[config.mk]
export PLATFORM = sky130hd
export DESIGN_NAME = cmc_ctrl
export DESIGN_NICKNAME = d
export VERILOG_FILES = /design/src/design/cmc_pkg.sv /design/src/design/cmc_addr_dec.sv /design/src/design/cmc_ser.sv /design/src/design/cmc_ctrl.sv
export SDC_FILE = /design/constraint.sdc
export NUM_CORES = 1
export LEC_CHECK = 0
export BUFFER_PORTS_ARGS = -buffer_cell sky130_fd_sc_hd__buf_2
export CAP_MARGIN = 15
export CORE_MARGIN = 1
export CORE_UTILIZATION = 45
export DETAILED_ROUTE_END_ITERATION = 7
export PLACE_DENSITY = 0.69
export SLEW_MARGIN = 40
export SYNTH_ARGS = -nofsm -noshare
export SYNTH_HDL_FRONTEND = slang
export SYNTH_HIERARCHICAL = 1
export SYNTH_SLANG_ARGS = --single-unit
[constraint.sdc]
create_clock -name core_clk -period 2.75 [get_ports core_clk]
set_input_delay 0.4125 -clock core_clk [delete_from_list [all_inputs] [get_ports core_clk]]
set_output_delay 0.4125 -clock core_clk [all_outputs]
set_load 0.005 [all_outputs]
[src/design/cmc_pkg.sv]
// constants, carriers and helpers shared by the core memory controller files
// assumes one 100 MHz core clock and a synchronous active-low reset
package cmc_pkg;

  // array geometry
  localparam int PLANES = 14;
  localparam int DATA_BITS = 13;
  localparam int WORD_BITS = 26;
  localparam int MODULES = 8;
  localparam int X_LINES = 128;
  localparam int Y_LINES = 64;
  localparam int PAR_POS = 13;
  localparam logic [3:0] RESID_SECTOR = 4'hF;
  localparam int RESID_ADDR_BIT = 8;

  // timing, in ns and in core clock cycles
  localparam int CLK_NS = 10;
  localparam int DRIVE_NS = 400;
  localparam int STROBE_NS = 250;
  localparam int RECOV_NS = 100;
  localparam int DRIVE_CYC = (DRIVE_NS + CLK_NS - 1) / CLK_NS;
  localparam int STROBE_CYC = (STROBE_NS + CLK_NS - 1) / CLK_NS;
  localparam int RECOV_CYC = (RECOV_NS + CLK_NS - 1) / CLK_NS;
  localparam int CHECK_CYC = 3;
  localparam int BIT_CYC = 4;
  localparam int CNT_W = 8;

  // reset values
  localparam logic [2:0] MOD_RST = 3'h0;

  // sequencer states
  typedef enum logic [2:0] {
    ST_IDLE = 3'b000,
    ST_READ = 3'b001,
    ST_CHECK = 3'b010,
    ST_STORE = 3'b011,
    ST_RECOV = 3'b100,
    ST_SEND = 3'b101
  } cmc_state_e;

  // access request from the computer side
  typedef struct packed {
    logic write;
    logic fetch;
    logic [3:0] sector;
    logic [8:0] addr;
    logic [WORD_BITS-1:0] wdata;
  } cmc_req_s;

  // timing pulses toward the array
  typedef struct packed {
    logic rd_drive;
    logic st_drive;
    logic strobe;
  } cmc_drv_s;

  // odd parity bit for one syllable
  function automatic logic odd_par(input logic [DATA_BITS-1:0] d);
    return ~(^d);
  endfunction

  // true when a stored syllable with parity has odd weight
  function automatic logic par_ok(input logic [PLANES-1:0] s);
    return ^s;
  endfunction

endpackage

[src/design/cmc_addr_dec.sv]
// address and module decoder for the core memory controller
// assumes its inputs are held stable by the sequencer during a cycle
`timescale 1ns/10ps
module cmc_addr_dec (
  // access
  input wire logic fetch,
  input wire logic [3:0] sector,
  input wire logic [8:0] addr,
  input wire logic syl,
  // module selection
  input wire logic duplex,
  input wire logic [2:0] fetch_mod,
  input wire logic [2:0] data_mod,
  // decoded lines
  output logic [cmc_pkg::X_LINES-1:0] x_onehot,
  output logic [cmc_pkg::Y_LINES-1:0] y_onehot,
  output logic [cmc_pkg::MODULES-1:0] mod_onehot
);

  // residual sector answers upper half of the address range
  wire resid = addr[cmc_pkg::RESID_ADDR_BIT];
  wire [3:0] eff_sector = resid ? cmc_pkg::RESID_SECTOR : sector;
  wire [11:0] word_idx = {eff_sector, addr[7:0]};
  // syllable picks the half of the 128 dimension
  wire [6:0] x_idx = {syl, word_idx[11:6]};
  wire [5:0] y_idx = word_idx[5:0];
  // instruction and operand modules chosen separately
  wire [2:0] mod_idx = fetch ? fetch_mod : data_mod;
  wire [2:0] pair_lo = {mod_idx[2:1], 1'b0};
  wire [cmc_pkg::MODULES-1:0] one_mod = 8'h01 << mod_idx;
  wire [cmc_pkg::MODULES-1:0] two_mod = 8'h03 << pair_lo;

  // exactly one line per dimension
  assign x_onehot = {{(cmc_pkg::X_LINES-1){1'b0}}, 1'b1} << x_idx;
  assign y_onehot = {{(cmc_pkg::Y_LINES-1){1'b0}}, 1'b1} << y_idx;
  assign mod_onehot = duplex ? two_mod : one_mod;

endmodule

[src/design/cmc_ser.sv]
// bit-serial sender of one 26-bit computer word, syllable 0 first, msb first
// assumes load comes while busy is low and bit_en is a one-cycle pulse
`timescale 1ns/10ps
module cmc_ser (
  // clock and reset
  input wire logic core_clk,
  input wire logic rstn,
  // control
  input wire logic bit_en,
  input wire logic load,
  input wire logic [cmc_pkg::WORD_BITS-1:0] word,
  // serial out
  output logic ser_bit,
  output logic ser_valid,
  output logic ser_last,
  output logic busy
);

  logic [cmc_pkg::WORD_BITS-1:0] sh_r;
  logic [4:0] left_r;

  // shift one bit per bit time
  always_ff @(posedge core_clk) begin
    if (!rstn) begin
      sh_r <= '0;
      left_r <= 5'h00;
      ser_bit <= 1'b0;
      ser_valid <= 1'b0;
      ser_last <= 1'b0;
      busy <= 1'b0;
    end else if (load) begin
      sh_r <= word;
      left_r <= 5'(cmc_pkg::WORD_BITS);
      busy <= 1'b1;
      ser_valid <= 1'b0;
      ser_last <= 1'b0;
    end else if (bit_en && left_r != 5'h00) begin
      ser_bit <= sh_r[cmc_pkg::WORD_BITS-1];
      sh_r <= {sh_r[cmc_pkg::WORD_BITS-2:0], 1'b0};
      ser_valid <= 1'b1;
      ser_last <= (left_r == 5'h01);
      left_r <= left_r - 5'h01;
    end else if (bit_en) begin
      ser_valid <= 1'b0;
      ser_last <= 1'b0;
      busy <= 1'b0;
    end else begin
      ser_valid <= 1'b0; // valid stands one cycle per bit time
      ser_last <= 1'b0;
    end
  end

endmodule

[src/design/cmc_ctrl.sv]
// core memory controller: sequencing, buffer latches, parity and duplex select
// assumes sense inputs arrive asynchronously from the array sense amplifiers
//
// Overview of operation
// - one to eight modules, fourteen 128x64 planes
// - duplex pairs mirror contents; simplex modules independent
// - 128 dimension split into two syllable halves
// - sixteen sectors per half, last is residual
// - sector decodes 0-377, residual 400-777 octal
// - fetch and operand modules chosen by program
// - thirteen data planes plus one parity plane
// - two syllables joined, sent bit-serially
// - odd parity generated per syllable on write
// - parity checked on every read
// - read zeroes location, ones set latches
// - latches hold syllable until restored, word_r holds word until sent
// - store drives ones, zero latches inhibit
// - inhibit only during store cycles
// - exactly one X and one Y line
// - each plane has own sense and latch
// - clearing read suppresses sense strobe
// - duplex error restores from good buffer
`timescale 1ns/10ps
module cmc_ctrl (
  // clock and reset
  input wire logic core_clk,
  input wire logic rstn,
  // access requests
  input wire logic req_valid,
  input wire cmc_pkg::cmc_req_s req,
  output logic req_ready,
  // module selection and mode
  input wire logic sel_load,
  input wire logic [2:0] sel_fetch_mod,
  input wire logic [2:0] sel_data_mod,
  input wire logic duplex,
  // error status
  input wire logic [1:0] err_clr,
  output logic par_err_a,
  output logic par_err_b,
  output logic both_fail,
  output logic feed_b,
  // serial read data
  output logic ser_bit,
  output logic ser_valid,
  output logic ser_last,
  // array drive
  output logic [cmc_pkg::X_LINES-1:0] x_line,
  output logic [cmc_pkg::Y_LINES-1:0] y_line,
  output logic [cmc_pkg::MODULES-1:0] mod_en,
  output cmc_pkg::cmc_drv_s drv,
  output logic [cmc_pkg::PLANES-1:0] inh_a,
  output logic [cmc_pkg::PLANES-1:0] inh_b,
  // array sense
  input wire logic [cmc_pkg::PLANES-1:0] sense_a,
  input wire logic [cmc_pkg::PLANES-1:0] sense_b
);

  cmc_pkg::cmc_state_e state_r;
  cmc_pkg::cmc_state_e state_nxt;
  cmc_pkg::cmc_req_s req_r;
  logic [cmc_pkg::CNT_W-1:0] cnt_r;
  logic syl_r;
  logic dup_r;
  logic strobed_r;
  logic [2:0] fetch_mod_r;
  logic [2:0] data_mod_r;
  logic [cmc_pkg::PLANES-1:0] sa_meta_r;
  logic [cmc_pkg::PLANES-1:0] sa_r;
  logic [cmc_pkg::PLANES-1:0] sb_meta_r;
  logic [cmc_pkg::PLANES-1:0] sb_r;
  logic [cmc_pkg::PLANES-1:0] buf_a_r;
  logic [cmc_pkg::PLANES-1:0] buf_b_r;
  logic [cmc_pkg::WORD_BITS-1:0] word_r;
  logic [1:0] bit_cnt_r;
  logic bit_en_r;
  logic ser_load_r;
  logic ser_busy;
  logic [cmc_pkg::X_LINES-1:0] x_dec;
  logic [cmc_pkg::Y_LINES-1:0] y_dec;
  logic [cmc_pkg::MODULES-1:0] mod_dec;
  cmc_pkg::cmc_req_s req_nx;
  logic syl_nx;
  logic dup_nx;

  // timer end points
  localparam logic [cmc_pkg::CNT_W-1:0] DRIVE_END = cmc_pkg::CNT_W'(cmc_pkg::DRIVE_CYC - 1);
  localparam logic [cmc_pkg::CNT_W-1:0] STROBE_AT = cmc_pkg::CNT_W'(cmc_pkg::STROBE_CYC);
  localparam logic [cmc_pkg::CNT_W-1:0] CHECK_END = cmc_pkg::CNT_W'(cmc_pkg::CHECK_CYC - 1);
  localparam logic [cmc_pkg::CNT_W-1:0] RECOV_END = cmc_pkg::CNT_W'(cmc_pkg::RECOV_CYC - 1);
  localparam logic [1:0] BIT_END = 2'(cmc_pkg::BIT_CYC - 1);

  // address and module decode
  cmc_addr_dec u_dec (
    .fetch(req_nx.fetch),
    .sector(req_nx.sector),
    .addr(req_nx.addr),
    .syl(syl_nx),
    .duplex(dup_nx),
    .fetch_mod(fetch_mod_r),
    .data_mod(data_mod_r),
    .x_onehot(x_dec),
    .y_onehot(y_dec),
    .mod_onehot(mod_dec)
  );

  // serial word sender
  cmc_ser u_ser (
    .core_clk(core_clk),
    .rstn(rstn),
    .bit_en(bit_en_r),
    .load(ser_load_r),
    .word(word_r),
    .ser_bit(ser_bit),
    .ser_valid(ser_valid),
    .ser_last(ser_last),
    .busy(ser_busy)
  );

  // timer and phase conditions
  wire drive_done = (cnt_r == DRIVE_END);
  wire check_done = (cnt_r == CHECK_END);
  wire recov_done = (cnt_r == RECOV_END);
  wire accept = (state_r == cmc_pkg::ST_IDLE) && req_valid;
  // decode what the next cycle holds, so lines settle as the drive starts
  assign req_nx = accept ? req : req_r;
  assign syl_nx = (state_r == cmc_pkg::ST_IDLE) ? 1'b0 :
                  (state_r == cmc_pkg::ST_RECOV && recov_done) ? 1'b1 : syl_r;
  assign dup_nx = accept ? duplex : dup_r;

  // write syllable with parity and parity checks of the latched buffers
  wire [cmc_pkg::DATA_BITS-1:0] wsyl = syl_r ? req_r.wdata[12:0] : req_r.wdata[25:13];
  wire [cmc_pkg::PLANES-1:0] wbuf = {cmc_pkg::odd_par(wsyl), wsyl};
  wire ok_a = cmc_pkg::par_ok(buf_a_r);
  wire ok_b = cmc_pkg::par_ok(buf_b_r) | ~dup_r;
  // duplex: selected bad and other good switches the feed
  wire feed_nxt = (feed_b && !ok_b && ok_a) ? 1'b0 :
                  (!feed_b && !ok_a && ok_b && dup_r) ? 1'b1 : feed_b;
  // good buffer drives the restore of both memories
  wire [cmc_pkg::PLANES-1:0] good_buf = (!ok_a && dup_r) ? buf_b_r : buf_a_r;
  wire [cmc_pkg::PLANES-1:0] feed_buf = (feed_nxt && dup_r) ? buf_b_r : buf_a_r;
  wire chk_end = (state_r == cmc_pkg::ST_CHECK) && check_done;
  wire rd_chk = chk_end && !req_r.write;
  wire set_err_a = rd_chk && !ok_a;
  wire set_err_b = rd_chk && !ok_b;
  wire set_both = rd_chk && dup_r && !ok_a && !ok_b;
  wire cap_en = strobed_r &&
                (state_r == cmc_pkg::ST_READ || (state_r == cmc_pkg::ST_CHECK && !check_done));
  // value the buffers take at check end, so inhibit is right from the first store cycle
  wire [cmc_pkg::PLANES-1:0] st_src = req_r.write ? wbuf : good_buf;
  wire [cmc_pkg::PLANES-1:0] st_buf_a = chk_end ? st_src : buf_a_r;
  wire [cmc_pkg::PLANES-1:0] st_buf_b = chk_end ? st_src : buf_b_r;

  // next state
  always_comb begin
    state_nxt = state_r;
    case (state_r)
      cmc_pkg::ST_IDLE: begin
        if (req_valid) begin
          state_nxt = cmc_pkg::ST_READ;
        end
      end
      cmc_pkg::ST_READ: begin
        if (drive_done) begin
          state_nxt = cmc_pkg::ST_CHECK;
        end
      end
      cmc_pkg::ST_CHECK: begin
        if (check_done) begin
          state_nxt = cmc_pkg::ST_STORE;
        end
      end
      cmc_pkg::ST_STORE: begin
        if (drive_done) begin
          state_nxt = cmc_pkg::ST_RECOV;
        end
      end
      cmc_pkg::ST_RECOV: begin
        if (recov_done && !syl_r) begin
          state_nxt = cmc_pkg::ST_READ;
        end else if (recov_done) begin
          state_nxt = req_r.write ? cmc_pkg::ST_IDLE : cmc_pkg::ST_SEND;
        end
      end
      cmc_pkg::ST_SEND: begin
        if (!ser_load_r && !ser_busy) begin
          state_nxt = cmc_pkg::ST_IDLE;
        end
      end
      default: begin
        state_nxt = cmc_pkg::ST_IDLE;
      end
    endcase
  end

  // state, timer and syllable counter
  always_ff @(posedge core_clk) begin
    if (!rstn) begin
      state_r <= cmc_pkg::ST_IDLE;
      cnt_r <= '0;
      syl_r <= 1'b0;
    end else begin
      state_r <= state_nxt;
      cnt_r <= (state_nxt != state_r) ? '0 : cnt_r + 1'b1;
      if (state_r == cmc_pkg::ST_IDLE) begin
        syl_r <= 1'b0;
      end else if (state_r == cmc_pkg::ST_RECOV && recov_done) begin
        syl_r <= 1'b1;
      end
    end
  end

  // request capture, only while idle
  always_ff @(posedge core_clk) begin
    if (!rstn) begin
      req_r <= '0;
      dup_r <= 1'b0;
      req_ready <= 1'b0;
    end else begin
      req_ready <= (state_nxt == cmc_pkg::ST_IDLE);
      if (accept) begin
        req_r <= req;
        dup_r <= duplex;
      end
    end
  end

  // program-set module selection
  always_ff @(posedge core_clk) begin
    if (!rstn) begin
      fetch_mod_r <= cmc_pkg::MOD_RST;
      data_mod_r <= cmc_pkg::MOD_RST;
    end else if (sel_load) begin
      fetch_mod_r <= sel_fetch_mod;
      data_mod_r <= sel_data_mod;
    end
  end

  // two-flop synchronisers on the sense inputs
  always_ff @(posedge core_clk) begin
    if (!rstn) begin
      sa_meta_r <= '0;
      sa_r <= '0;
      sb_meta_r <= '0;
      sb_r <= '0;
    end else begin
      sa_meta_r <= sense_a;
      sa_r <= sa_meta_r;
      sb_meta_r <= sense_b;
      sb_r <= sb_meta_r;
    end
  end

  // buffer latches: cleared at read start, set by sensed ones
  always_ff @(posedge core_clk) begin
    if (!rstn) begin
      buf_a_r <= '0;
      buf_b_r <= '0;
    end else if (state_r != cmc_pkg::ST_READ && state_nxt == cmc_pkg::ST_READ) begin
      buf_a_r <= '0;
      buf_b_r <= '0;
    end else if (cap_en) begin
      buf_a_r <= buf_a_r | sa_r;
      buf_b_r <= buf_b_r | (dup_r ? sb_r : '0);
    end else if (chk_end && req_r.write) begin
      buf_a_r <= wbuf;
      buf_b_r <= dup_r ? wbuf : '0;
    end else if (chk_end) begin
      buf_a_r <= good_buf;
      buf_b_r <= dup_r ? good_buf : '0;
    end
  end

  // strobe tracking and word assembly
  always_ff @(posedge core_clk) begin
    if (!rstn) begin
      strobed_r <= 1'b0;
      word_r <= '0;
    end else begin
      if (state_r != cmc_pkg::ST_READ) begin
        strobed_r <= strobed_r && state_r == cmc_pkg::ST_CHECK;
      end else if (cnt_r == STROBE_AT && !req_r.write) begin
        strobed_r <= 1'b1;
      end
      if (rd_chk && !syl_r) begin
        word_r[25:13] <= feed_buf[12:0];
      end else if (rd_chk) begin
        word_r[12:0] <= feed_buf[12:0];
      end
    end
  end

  // parity error flags, a set beats a clear
  always_ff @(posedge core_clk) begin
    if (!rstn) begin
      par_err_a <= 1'b0;
      par_err_b <= 1'b0;
      both_fail <= 1'b0;
      feed_b <= 1'b0;
    end else begin
      par_err_a <= set_err_a | (par_err_a & ~err_clr[0]);
      par_err_b <= set_err_b | (par_err_b & ~err_clr[1]);
      both_fail <= set_both | (both_fail & ~(&err_clr));
      if (rd_chk) begin
        feed_b <= feed_nxt & dup_r;
      end
    end
  end

  // bit time enable and serial load
  always_ff @(posedge core_clk) begin
    if (!rstn) begin
      bit_cnt_r <= 2'h0;
      bit_en_r <= 1'b0;
      ser_load_r <= 1'b0;
    end else begin
      bit_cnt_r <= (bit_cnt_r == BIT_END) ? 2'h0 : bit_cnt_r + 2'h1;
      bit_en_r <= (bit_cnt_r == BIT_END);
      ser_load_r <= (state_r != cmc_pkg::ST_SEND) && (state_nxt == cmc_pkg::ST_SEND);
    end
  end

  // drive lines, timing pulses and inhibit
  always_ff @(posedge core_clk) begin
    if (!rstn) begin
      x_line <= {{(cmc_pkg::X_LINES-1){1'b0}}, 1'b1};
      y_line <= {{(cmc_pkg::Y_LINES-1){1'b0}}, 1'b1};
      mod_en <= '0;
      drv <= '0;
      inh_a <= '0;
      inh_b <= '0;
    end else begin
      x_line <= x_dec;
      y_line <= y_dec;
      mod_en <= (state_nxt == cmc_pkg::ST_IDLE) ? '0 : mod_dec;
      drv.rd_drive <= (state_nxt == cmc_pkg::ST_READ);
      drv.st_drive <= (state_nxt == cmc_pkg::ST_STORE);
      drv.strobe <= (state_r == cmc_pkg::ST_READ) && (cnt_r == STROBE_AT) && !req_r.write;
      inh_a <= (state_nxt == cmc_pkg::ST_STORE) ? ~st_buf_a : '0;
      inh_b <= (state_nxt == cmc_pkg::ST_STORE && dup_r) ? ~st_buf_b : '0;
    end
  end

endmodule

# --- Word level (Yosys, flattened, before mapping) ---
# Index checks and enable logic that the tools add are counted.
totals:
  reg_bits: 446
  out_inout_bits: 239
  elab_cells: 193
  in_bits: 82
op_classes:
  n_addsub: 3
  muxes: 43
  n_shift: 4
  eq_ne: 18
  n_bitwise: 21
  n_reduce_logical: 61
op_table:
  columns: ["cell", "count"]
  rows:
  - ["two-way mux 14 bit", 13]
  - ["<< shifter 1 x 7 -> 128 bit (first input constant)", 1]
  - ["<< shifter 1 x 6 -> 64 bit (first input constant)", 1]
  - ["two-way mux 26 bit", 2]
  - ["two-way mux 40 bit", 1]
  - ["logical AND 1 bit", 30]
  - ["inverter 14 bit", 2]
  - ["bitwise OR 14 bit", 2]
  - ["XOR reduction 14 bit", 2]
  - ["two-way mux 3 bit", 9]
  - ["two-way mux 13 bit", 2]
  - ["one-hot mux 3 bit (6 select lines)", 1]
  - ["XOR reduction 13 bit", 1]
  - ["AND reduction 2 bit", 6]
  - ["two-way mux 1 bit", 11]
  - ["two-way mux 5 bit", 2]
  - ["OR reduction 2 bit", 5]
  - ["== test 3 x 2 -> 1 bit (second input constant)", 3]
  - ["== test 3 bit (second input constant)", 3]
  - ["inverter 1 bit", 9]
  - ["adder 8 x 1 -> 8 bit (second input constant)", 1]
  - ["== test 8 x 2 -> 1 bit (second input constant)", 1]
  - ["== test 8 x 4 -> 1 bit (second input constant)", 1]
  - ["== test 8 x 5 -> 1 bit (second input constant)", 1]
  - ["other kinds (23)", 40]

# --- Longest topological paths before layout ---
# Gate-level depths: netlist of run 1.
depth:
  depth_word: 9
  mapped_depth: 12
  mapped_depth_nobuf: 9

# --- Modules after synthesis ---
# The synthesis of run 1 kept the hierarchy.
modules_own_cells:
  columns: ["module", "cells_each", "instances", "area_per_inst_um2", "seq_area_each_um2"]
  rows:
  - ["cmc_ctrl", 1405, 1, 13874.6, 8227.9]
  - ["cmc_addr_dec", 310, 1, 2019.4, 0.0]
  - ["cmc_ser", 199, 1, 1612.8, 700.7]

# --- Worst setup path after synthesis of run 1 ---
# OpenSTA, ideal clock, no wires.
synth_path:
  path_kind: "input port to flip-flop"
  start: "in req_valid"
  end: "reg x_line[14] in the netlist's numbering"
  path_stages: 11
  setup_time_ns: 0.059
  path_slack_ns: 0.095
  t_required_ns: 2.691
  path_buffers: 4
  t_arrival_ns: 2.595
  cell_sequence: "or3b_2 nor2_1 clkbuf_1 nand2_1 nand2_1 buf_2 or3b_1 buf_2 buf_6 nor3_2 and2_1"
synth_rtl:
  columns: ["element", "line", "rtl"]
  rows:
  - ["from (decl)", "cmc_ctrl.sv:29", "input wire logic req_valid,"]
  - ["to (signal assigned)", "cmc_ctrl.sv:326", "x_line <= {{(cmc_pkg::X_LINES-1){1'b0}}, 1'b1};"]
  - ["to (decl)", "cmc_ctrl.sv:48", "output logic [cmc_pkg::X_LINES-1:0] x_line,"]

# --- Worst setup path in the final report of run 1 ---
layout_path:
  start: "reg buf_a_r[3] in the netlist's numbering"
  end: "reg word_r[7] in the netlist's numbering"
layout_between:
  elab_chain_cells: 9
  word_cells_on_any_way: 10
  classes_between: "3 x mux; 7 x reduce/logical"
layout_lines:
  columns: ["element", "line", "rtl"]
  rows:
  - ["from (decl)", "cmc_ctrl.sv:72", "logic [cmc_pkg::PLANES-1:0] buf_a_r;"]
  - ["from (signal assigned)", "cmc_ctrl.sv:263", "buf_a_r <= buf_a_r | sa_r;"]
  - ["from (signal assigned)", "cmc_ctrl.sv:266", "buf_a_r <= wbuf;"]
  - ["from (signal assigned)", "cmc_ctrl.sv:269", "buf_a_r <= good_buf;"]
  - ["XOR reduction 14 bit (*)", "cmc_pkg.sv:64", "return ^s;"]
  - ["zero test 1 bit", "cmc_ctrl.sv:138", "(!feed_b && !ok_a && ok_b && dup_r) ? 1'b1 : feed_b;"]
  - ["logical AND 1 bit (3 in a row)", "cmc_ctrl.sv:138", null]
  - ["two-way mux 1 bit", "cmc_ctrl.sv:138", null]
  - ["two-way mux 1 bit (*)", "cmc_ctrl.sv:137", "wire feed_nxt = (feed_b && !ok_b && ok_a) ? 1'b0 :"]
  - ["logical AND 1 bit (*)", "cmc_ctrl.sv:141", "wire [cmc_pkg::PLANES-1:0] feed_buf = (feed_nxt && dup_r) ? buf_b_r : buf_a_r;"]
  - ["two-way mux 13 bit (*)", "cmc_ctrl.sv:141", null]
  - ["to (decl)", "cmc_ctrl.sv:74", "logic [cmc_pkg::WORD_BITS-1:0] word_r;"]
# Every way passes the cells marked *; elsewhere a longest branch is shown, timed or not.
# A chain may end at the register's enable or synchronous reset.

==> results of run 1 <==
[layout by cell type (no fill, tap or decap), drive strengths merged, types with 3 or more instances in the layout]
| cell | n |
|---|---|
| clkbuf | 73 |
| dfxtp | 446 |
| xor2 | 15 |
| o21a | 27 |
| or3 | 6 |
| o21ai | 112 |
| o22ai | 14 |
| nand2 | 183 |
| or2 | 5 |
| bufinv | 3 |
| xnor3 | 4 |
| nor2 | 133 |
| nand3b | 13 |
| nor2b | 4 |
| a31oi | 38 |
| a31o | 3 |
| ha | 7 |
| a21oi | 118 |
| a211oi | 15 |
| diode | 7 |
| inv | 25 |
| clkinv | 7 |
| nand3 | 39 |
| o31ai | 3 |
| o211ai | 3 |
| a2bb2oi | 9 |
| mux2i | 39 |
| buf | 421 |
| nand4 | 5 |
| a22oi | 13 |
| xnor2 | 29 |
| and2 | 251 |
| or3b | 17 |
| nor4b | 3 |
| nor3 | 136 |
| nand2b | 10 |
[critical path, delay by kind of cell (launching register included)]
family                     cells  cell delay [ns]
DFF                            1             0.44
AOI/OAI and AO/OA              1             0.12
and+or+nand+nor                1             0.19
xor gates and xnor gates       3             0.96
adders and majority gates      1             0.38
muxes                          1             0.41
[cells by family after synthesis]
kind of cell | Yosys count
DFF | 446
xor gates and xnor gates | 49
adders and majority gates | 8
and+or+nand+nor | 817
AOI/OAI and AO/OA | 369
buffers and inverters | 185
muxes | 40
[report_power, final]
| part | total (uW) | internal [uW] | leakage, uW | switching [uW] |
|---|---|---|---|---|
| Combinational | 1080 | 402 | 0.00476 | 680 |
| Sequential | 6640 | 6580 | 0.00362 | 59.3 |
| Clock | 6390 | 3800 | 0.000765 | 2590 |
| Total | 14100 | 10800 | 0.00914 | 3330 |
[registers in the layout, indices dropped and copies added, names as in the netlist, 3 cells and up]
name and count:
fetch_mod_r 3, mod_en 8, req_r 41, inh_b 14, y_line 64, cnt_r 8
sb_r 14, u_ser/sh_r 26, sb_meta_r 14, x_line 128, buf_a_r 14, sa_r 14
drv 3, state_r 3, data_mod_r 3, buf_b_r 14, u_ser/left_r 5, sa_meta_r 14
inh_a 14, word_r 26
[layout make-up]
| class | instances | area [um2] |
|---|---|---|
| multi-input cells | 1283 | 7770 |
| clock inverters | 13 | 164 |
| repair buffers | 421 | 2590 |
| diodes | 7 | 17.5 |
| inverters | 24 | 90.1 |
| well taps | 511 | 639 |
| clock buffers | 73 | 1410 |
| flip-flops and latches | 446 | 8930 |
| fillers | 3412 | 16300 |
[worst min-delay path by stage]
stage                       from      endpoint  slack, ns  cells past startpoint
finish                sense_a[3]  sa_meta_r[3]       0.04                      2
global route          sense_a[9]  sa_meta_r[9]       0.03                      2
CTS                   sense_a[3]  sa_meta_r[3]      0.003                      2
detailed placement  sb_meta_r[3]       sb_r[3]       0.42                      1
global placement    bit_cnt_r[0]  bit_cnt_r[0]       0.42                      1
floorplan           bit_cnt_r[0]  bit_cnt_r[0]       0.41                      1
[per-layer routing]
metal,GRT usage [%],vias up,wire length (um)
met5,0,-,54
met4,8.72,8,1190
met3,7.04,92,4330
met2,40.8,527,23200
met1,32.0,6844,20600
li1,-,7060,-
[stage by stage]
step	TNS (ns)	hold WS, ns	util, %	power [uW]
4_1_cts	0	0.00266	56.8	14300
5_1_grt	-0.0443	0.0270	56.9	14600
2_1_floorplan	0	0.407	-	7470
3_3_place_gp	0	0.415	52.7	7840
3_5_place_dp	-0.0382	0.418	52.7	7860
6_report	0	0.0360	57.0	14100
[timing repair]
item                                   4_1_cts  5_1_grt
resized for setup                            0        9
buffers inserted                             0        0
setup endpoints to repair                    0       24
endpoints found under the hold margin        0        0
==> flow_summary.toml, run 1 <==
[sta]
timing.final.crit_period_ns = 2.64
finalCritPeriodShare_pct = 96.1
max_freq_mhz = 378
worstMarginPinSlew_ns = 0.757
hold_viol = 0
skew_ns = 0.0244
setup_ws_ns = 0.106
rsz0062_at_grt = "true"
maxSlewViolCount = 0
setup-violations-final = 0
relSlewSlack_pct = 49.2

[cts]
clockRootBuffer = "clkbuf_16"
cts_buffer_depth = 3
cts_buffers = 47
cts_tree = "built"
clk_latency_ns = 0.58
hold_buffers = 0
htreeDepth = 2
cts_sinks = 446
clk_pin_slew_worst_paths_ns = 0.06

[critical_path]
rr_startpoint = "buf_a_r[3]"
critPathCaptureType = "register"
startpoint_type = "register"
critPathMaxFanout = 13
critPathLaunch = "buf_a_r[3]"
rr_worst_depth = 7
cp_slowest_cell = "dfxtp_1"
r2r-end = "word_r[7]"
reg2reg_slack_ns = 0.11
cp.arrival_ns = 3.08
required_ns = 3.19
cp-endpoint = "word_r[7]"
max_stage_delay_ns = 0.44
path_cells = "xnor2_1, xnor3_1, xor3_2, maj3_2, nand2_8, mux2i_1, a21oi_1"
crit_type = "register to register"

[routing]
vias = 14531
drcViolationCount = 0
wl_per_cell_um = 17.8
totalWireLength_mm = 49.4
dr.pass1.iters = 8
drtIter0Drc = 1016
ant_nets = 0
vias_per_cell = 5.23

[place]
dp_slack_ns = -0.0222
dp_hpwl_mm = 33.6
place_inst = 2685
place.gp.congestion = 0.873
placed_area_um2 = 20000
portBuffers = 320

[logic_synthesis]
synth.area.mux_share_pct = 2.29
synthArstFlopShare_pct = 0
synth_area_leaders = "dfxtp_1 51%, and2_1 9.0%, nand2_1 3.9%"
yosys.cell_count.top_type = "dfxtp_1"
synth-edff-count = 0
synth_top_area_share_pct = 51.0
synth_top_family_by_area = "simple AND/OR/NAND/NOR gates"
synth_top_area_cell = "dfxtp_1"
synthAdderAreaFrac_pct = 0.565
ys_seq_area_share_pct = 51.0
synthSimpleGateAreaFrac_pct = 26.0
syn_nets = 2003
synth_xor_area_share_pct = 2.88
ys.flop_type = "dfxtp_1"
synthCells = 1914
synth-compound-area-share_pct = 12.4
ys_types = 69
syn-cell-area_um2 = 17500
syn_avg_cell_area_um2 = 9.15
ys_warn_count = 6
ys_seq_elements = 446
synthTopCellsByCount = "446 x dfxtp_1, 251 x and2_1, 182 x nand2_1"

[global_route]
grt_use_total_pct = 25.2
grt_pass1_vias = 14322
grt_overflow = 0
antenna_found_initial = 11
grt_pass1_wl_mm = 78.3
grt_max_degree = 141

[power]
p_per_area_nw_per_um2 = 653
power_leakage_uw = 0.00914
ir_drop_mv = 0.441

[finish]
area_growth_pct = 23.4
finalNetCount = 2312
stdcell_count = 2778
design_area_um2 = 21600
drive_gt1_share_pct = 26.5

[floorplan]
rows = 71
die_area_um2 = 39700
io_pins = 321
initial_utilization_pct = 46.2
die_h_um = 199
core_area_um2 = 37900
die_w_um = 199

[outcome]
status = "complete, no violations"

[flow_run]
max_cap_viol_count = 0

[hold_path]
min_path_type = "input port to register"
Note: power is estimated with default switching activity, not from simulation.
==> inputs of run 2 (changes only) <==
--- a/config.mk
+++ b/config.mk
@@ -5,11 +5,13 @@
 export SDC_FILE = /design/constraint.sdc
 export NUM_CORES = 1
 export LEC_CHECK = 0
+export ABC_AREA = 1
 export BUFFER_PORTS_ARGS = -buffer_cell sky130_fd_sc_hd__buf_2
 export CAP_MARGIN = 15
 export CORE_MARGIN = 1
 export CORE_UTILIZATION = 45
 export DETAILED_ROUTE_END_ITERATION = 7
+export GPL_TIMING_DRIVEN = 0
 export PLACE_DENSITY = 0.69
 export SLEW_MARGIN = 40
 export SYNTH_ARGS = -nofsm -noshare
==> run 2 against run 1 <==
  * Clock skew grew 0.012 ns
  * Utilization is essentially flat
  * Area after synthesis grew 8.5%
  * Clock power grew 8.5%
  * Global-route usage grew 2.2 points
  * Worst hold slack lost 0.011 ns
  * Power grew 5.6%
  * Sequential share of layout area shrank 3.3 points
  * Non-clock buffer count grew 76
  * Fmax grew 3.5%
  * First-iteration DRC count grew 42%
  * Sequential power is essentially flat
==> flow_summary.toml, run 2 <==
[sta]
maxSlewViolCount = 0
relSlewSlack_pct = 42.6
setup-violations-final = 0
hold_ws_ns = 0.0252
finalCritPeriodShare_pct = 92.9
skew_ns = 0.0363
hold_viol = 0
max_freq_mhz = 391
timing.final.crit_period_ns = 2.56
worstMarginPinSlew_ns = 0.861
tns_ns = 0
setup_ws_ns = 0.194

[place]
place_inst = 3519
portBuffers = 320
dp_slack_ns = -0.683
dp_hpwl_mm = 44.5
place.gp.congestion = 0.974

[critical_path]
critPathMaxFanout = 10
critPathCaptureType = "register"
required_ns = 3.29
rr_worst_depth = 16
startpoint_type = "register"
cp.arrival_ns = 3.10
crit_type = "register to register"

[floorplan]
rows = 74
io_pins = 321
die_h_um = 207
die_w_um = 207
initial_utilization_pct = 46.1
core_area_um2 = 41200
die_area_um2 = 43000

[logic_synthesis]
synth-compound-area-share_pct = 8.50
ys_seq_elements = 446
synth-edff-count = 0
ys.flop_type = "dfxtp_1"
synthSimpleGateAreaFrac_pct = 29.8
syn_nets = 2756
ys_seq_area_share_pct = 47.0
synth_top_area_cell = "dfxtp_1"
syn_avg_cell_area_um2 = 7.12
synthArstFlopShare_pct = 0
synth_area_leaders = "dfxtp_1 47%, nand2_1 13%, inv_1 9.4%"
ys_types = 44
synthTopCellsByCount = "658 x nand2_1, 474 x inv_1, 446 x dfxtp_1"
ys_warn_count = 6
synth_xor_area_share_pct = 0.599
synth_top_family_by_area = "simple AND/OR/NAND/NOR gates"
syn-cell-area_um2 = 19000
synth.area.mux_share_pct = 0
synthAdderAreaFrac_pct = 0.461
yosys.cell_count.top_type = "nand2_1"
synthCells = 2667
synth_top_area_share_pct = 47.0

[hold_path]
holdPathStages = 3
min_path_type = "input port to register"

[global_route]
grt_max_degree = 16
antenna_found_initial = 7
grt_use_total_pct = 27.4
grt_overflow = 0
grt_pass1_wl_mm = 93.9
grt_pass1_vias = 17633

[finish]
finalNetCount = 3152
fillers = 3902
stdcell_count = 3637
final_cell_mix = "657 x nand2_1, 471 x inv_1, 444 x dfxtp_1, 338 x buf_2, 253 x nor2_1"
layout_commonest_cell = "nand2_1"
top_register = "x_line"
area_growth_pct = 23.6
largest_reg_flops = 128
drive_gt1_share_pct = 19.7
reg_top3 = "x_line x128, y_line x64, req_r x41"

[power]
power_frac_comb_pct = 8.8
pwr-share-seq_pct = 44.7
p_switching_uw = 3620
switching_share_pct = 24.3
intPower_uw = 11300
power_leakage_uw = 0.0127
ir_drop_mv = 0.507
clockPowerShare_pct = 46.5
p_per_area_nw_per_um2 = 635

[routing]
drtIter0Drc = 1438
vias_per_cell = 5.03
vias = 18312
dr.pass1.iters = 6
totalWireLength_mm = 60.0
ant_nets = 0
drcViolationCount = 0
wl_per_cell_um = 16.5

[cts]
cts_buffers = 46
clk_latency_ns = 0.60
clk_pin_slew_worst_paths_ns = 0.06
htreeDepth = 2
cts_tree = "built"
cts_sinks = 446
clockRootBuffer = "clkbuf_16"
cts_buffer_depth = 3

[flow_run]
max_cap_viol_count = 0

[outcome]
status = "complete, no violations"
[run 2: cell count changes after synthesis, moves of 77 or more]
cell / change
and2_1: -250
inv_1: +452
nand2_1: +476
nand3_1: +148
nand4_1: +77
nor2_1: +133
[run 2: final cells by class]
cell class / instances / area (um2) / area share, %
sequential: 446 / 8930 / 38.0
multi-input combinational: 1580 / 7660 / 32.6
timing repair buffer: 348 / 1860 / 7.94
inverter: 492 / 1850 / 7.89
clock buffer: 60 / 1290 / 5.52
buffer: 149 / 801 / 3.41
tap: 532 / 666 / 2.84
clock inverter: 24 / 395 / 1.68
antenna: 6 / 15.0 / 0.0640
[run 2: timing repair]
item                                   CTS  global route
resized for setup                       37            58
buffers inserted                         1            11
pin swaps                                0             9
cloned                                   0             0
hold buffers                            16             0
endpoints found under the hold margin   16             0
setup endpoints to repair              200           192
[run 2: logic make-up (layout without fill, tap and decap cells)]
group                      after synthesis  after routing
DFF                                    446            446
adders and majority gates                7              7
xor gates and xnor gates                13             13
AOI/OAI and AO/OA                      274            274
and+or+nand+nor                       1286           1286
other                                    0              6
buffers and inverters                  641           1073
[run 2: critical path: stages (launching register included)]
cell        delay, ns
dfxtp_2          0.40
nor2_1           0.08
nand2_1          0.07
inv_2            0.07
nand2_8          0.10
clkinvlp_4       0.09
buf_2            0.17
buf_6            0.17
a21oi_1          0.16
clkbuf_2         0.25
nor2_4           0.08
inv_2            0.14
buf_4            0.21
nand4_1          0.18
nor2_1           0.16
nand2_1          0.08
inv_1            0.08
[run 2: power by group through the flow]
stage | clock network [uW] | registers [uW] | logic, uW
floorplan | 0 | 6790 | 751
global placement | 0 | 6800 | 1110
detailed placement | 0 | 6800 | 1140
CTS | 7060 | 6660 | 1200
global route | 7320 | 6660 | 1450
finish | 6930 | 6660 | 1320
[run 2: path summary, 6_finish.rpt]
| check | start | slack, ns | end |
|---|---|---|---|
| setup / recovery | state_r[0] | 0.19 | x_line[78] |
| hold / removal | sense_b[5] | 0.03 | sb_meta_r[5] |
| setup reg to reg | state_r[0] | 0.19 | x_line[78] |
| hold reg to reg | sb_meta_r[1] | 0.40 | sb_r[1] |
[run 2: metal layers]
| layer | vias to the layer above | GRT usage [%] | share of wire [%] |
|---|---|---|---|
| li1 | 8996 | - | - |
| met1 | 8455 | 34.4 | 42 |
| met2 | 708 | 45.5 | 46 |
| met3 | 145 | 5.96 | 7.9 |
| met4 | 8 | 11.4 | 3.8 |
| met5 | - | 0 | 0.080 |
[run 2: through the flow]
stage	total power (uW)	cell area (um2)	utilization (%)
2_1_floorplan	7540	19000	-
3_3_place_gp	7910	21300	51.6
3_5_place_dp	7940	21300	51.6
4_1_cts	14900	23200	56.4
5_1_grt	15400	23500	56.9
6_report	14900	23500	57.0
==> inputs of run 3 (changes only) <==
--- a/config.mk
+++ b/config.mk
@@ -5,7 +5,6 @@
 export SDC_FILE = /design/constraint.sdc
 export NUM_CORES = 1
 export LEC_CHECK = 0
-export ABC_AREA = 1
 export BUFFER_PORTS_ARGS = -buffer_cell sky130_fd_sc_hd__buf_2
 export CAP_MARGIN = 15
 export CORE_MARGIN = 1
==> run 3 against run 2 <==
  * Final area decreased by 8.1%
  * Critical endpoint is now word_r[7]
  * Largest cell class unchanged
  * Clock skew decreased by 0.019 ns
  * Largest power group is now sequential cells
  * First-iteration DRC count decreased by 27%
  * Via count decreased by 18%
  * Global-route usage decreased by 0.48 points
  * Worst hold slack improved by 0.011 ns
==> flow_summary.toml, run 3 (same netlist as run 1, synthesis figures left out) <==
[cts]
cts_buffers = 46
htreeDepth = 2
cts_buffer_depth = 3
cts_sinks = 446
clockRootBuffer = "clkbuf_16"
cts_tree = "built"
clk_pin_slew_worst_paths_ns = 0.06
clk_latency_ns = 0.59

[global_route]
grt_use_total_pct = 26.9
grt_pass1_vias = 14863
grt_pass1_wl_mm = 82.2
antenna_found_initial = 9
grt_max_degree = 14
grt_overflow = 0

[critical_path]
required_ns = 3.20
reg2reg_slack_ns = 0.06
critPathCaptureType = "register"
critPathMaxFanout = 10
crit_type = "register to register"
startpoint_type = "register"
cp.arrival_ns = 3.14

[floorplan]
rows = 71
core_area_um2 = 37900
initial_utilization_pct = 46.2
die_area_um2 = 39700
die_w_um = 199
die_h_um = 199
io_pins = 321

[finish]
top_register = "x_line"
largest_reg_flops = 128
design_area_um2 = 21600
area_growth_pct = 23.2
fin_util_pct = 56.9
seqCellArea_um2 = 8940
fillers = 3451
final_cell_mix = "437 x dfxtp_1, 348 x buf_2, 251 x and2_1, 179 x nand2_1, 129 x nor2_1"
layout_commonest_cell = "dfxtp_1"
multi_input_area_um2 = 7950
reg_top3 = "x_line x128, y_line x64, req_r x41"
finalNetCount = 2378
drive_gt1_share_pct = 26.2

[routing]
drcViolationCount = 0
ant_nets = 0
vias = 15045
totalWireLength_mm = 53.8
wl_per_cell_um = 19.0
dr.pass1.iters = 5
vias_per_cell = 5.30
drtIter0Drc = 1043

[power]
intPower_uw = 10400
p_per_area_nw_per_um2 = 642
power_frac_comb_pct = 8.0
power_leakage_uw = 0.00899
switching_share_pct = 24.5
clockPowerShare_pct = 44.0
ir_drop_mv = 0.461
p_switching_uw = 3400
pwr-share-seq_pct = 48.0

[place]
placed_area_um2 = 19700
dp_slack_ns = -0.948
dp_hpwl_mm = 39.2
place.gp.congestion = 0.922
portBuffers = 319

[outcome]
status = "complete, no violations"

[sta]
relSlewSlack_pct = 50.6
hold_viol = 0
skew_ns = 0.0173
worstMarginPinSlew_ns = 0.740
maxSlewViolCount = 0
finalCritPeriodShare_pct = 97.9
setup_ws_ns = 0.0585
max_freq_mhz = 372
setup-violations-final = 0
timing.final.crit_period_ns = 2.69
rsz0062_at_grt = "true"

[hold_path]
min_path_type = "input port to register"

[flow_run]
max_cap_viol_count = 0
## run 3: cell count changes in the layout (fill, tap and decap cells not counted), sizes merged, moves of 37 or more
cell	previous run	this run
nand2	679	183
inv	491	25
and2	1	251
nand3	209	39
nor2	276	133
nor3	18	136
nand4	83	5
mux2i	0	39
a31oi	1	38
## run 3: path summary, 6_finish.rpt
check	startpoint	cells after the start	end
max reg2reg	buf_a_r[8]	8	word_r[7]
min reg2reg	sb_meta_r[11]	1	sb_r[11]
max	buf_a_r[8]	8	word_r[7]
min	sense_a[2]	2	sa_meta_r[2]
## run 3: power by group through the flow
stage | combinational, uW | sequential (uW) | clock [uW]
detailed placement | 1070 | 6780 | 0
global route | 1210 | 6650 | 6440
global placement | 1050 | 6780 | 0
finish | 1110 | 6640 | 6090
CTS | 1090 | 6640 | 6180
floorplan | 706 | 6770 | 0
## run 3: through the flow
stage | power, uW | cells | hold slack [ns] | setup TNS, ns
after floorplan | 7470 | 1914 | 0.407 | 0
after global placement | 7830 | 2744 | 0.416 | -147.47
after detailed placement | 7850 | 2744 | 0.421 | -155.25
after CTS | 13900 | 2830 | 0.0182 | -0.338
after global routing | 14300 | 2832 | 0.0404 | -0.122
final | 13800 | 2837 | 0.0366 | 0
## run 3: cell type report
class	instances	area share (%)
Clock inverter	13	0.754
Antenna cell	5	0.0580
Sequential cell	446	41.4
Tap cell	511	2.96
Buffer	158	3.71
Clock buffer	67	6.02
Multi-Input combinational cell	1283	36.8
Inverter	24	0.418
Timing Repair Buffer	330	7.80
## run 3: critical path: stages, from the launching register on
cell and delay [ns]:
dfxtp_1 0.52, xnor2_1 0.17, xnor2_2 0.27, xor3_2 0.46, maj3_2 0.38, nand2_4 0.13, buf_12 0.17, mux2i_2 0.33
a21oi_1 0.12
## run 3: metal layers
layer / track usage, % / share of wire, % / wire [um]
met5: 0 / 0.12 / 67
met4: 9.29 / 2.8 / 1510
met2: 44.2 / 46 / 24800
met3: 8.17 / 9.4 / 5030
met1: 33.3 / 42 / 22400
## run 3: what timing repair did
item | 4_1_cts | 5_1_grt
pin swaps | 5 | 5
gates resized for setup | 44 | 49
setup buffers | 8 | 2
hold buffers | 0 | 0
endpoints found under the setup margin | 276 | 206
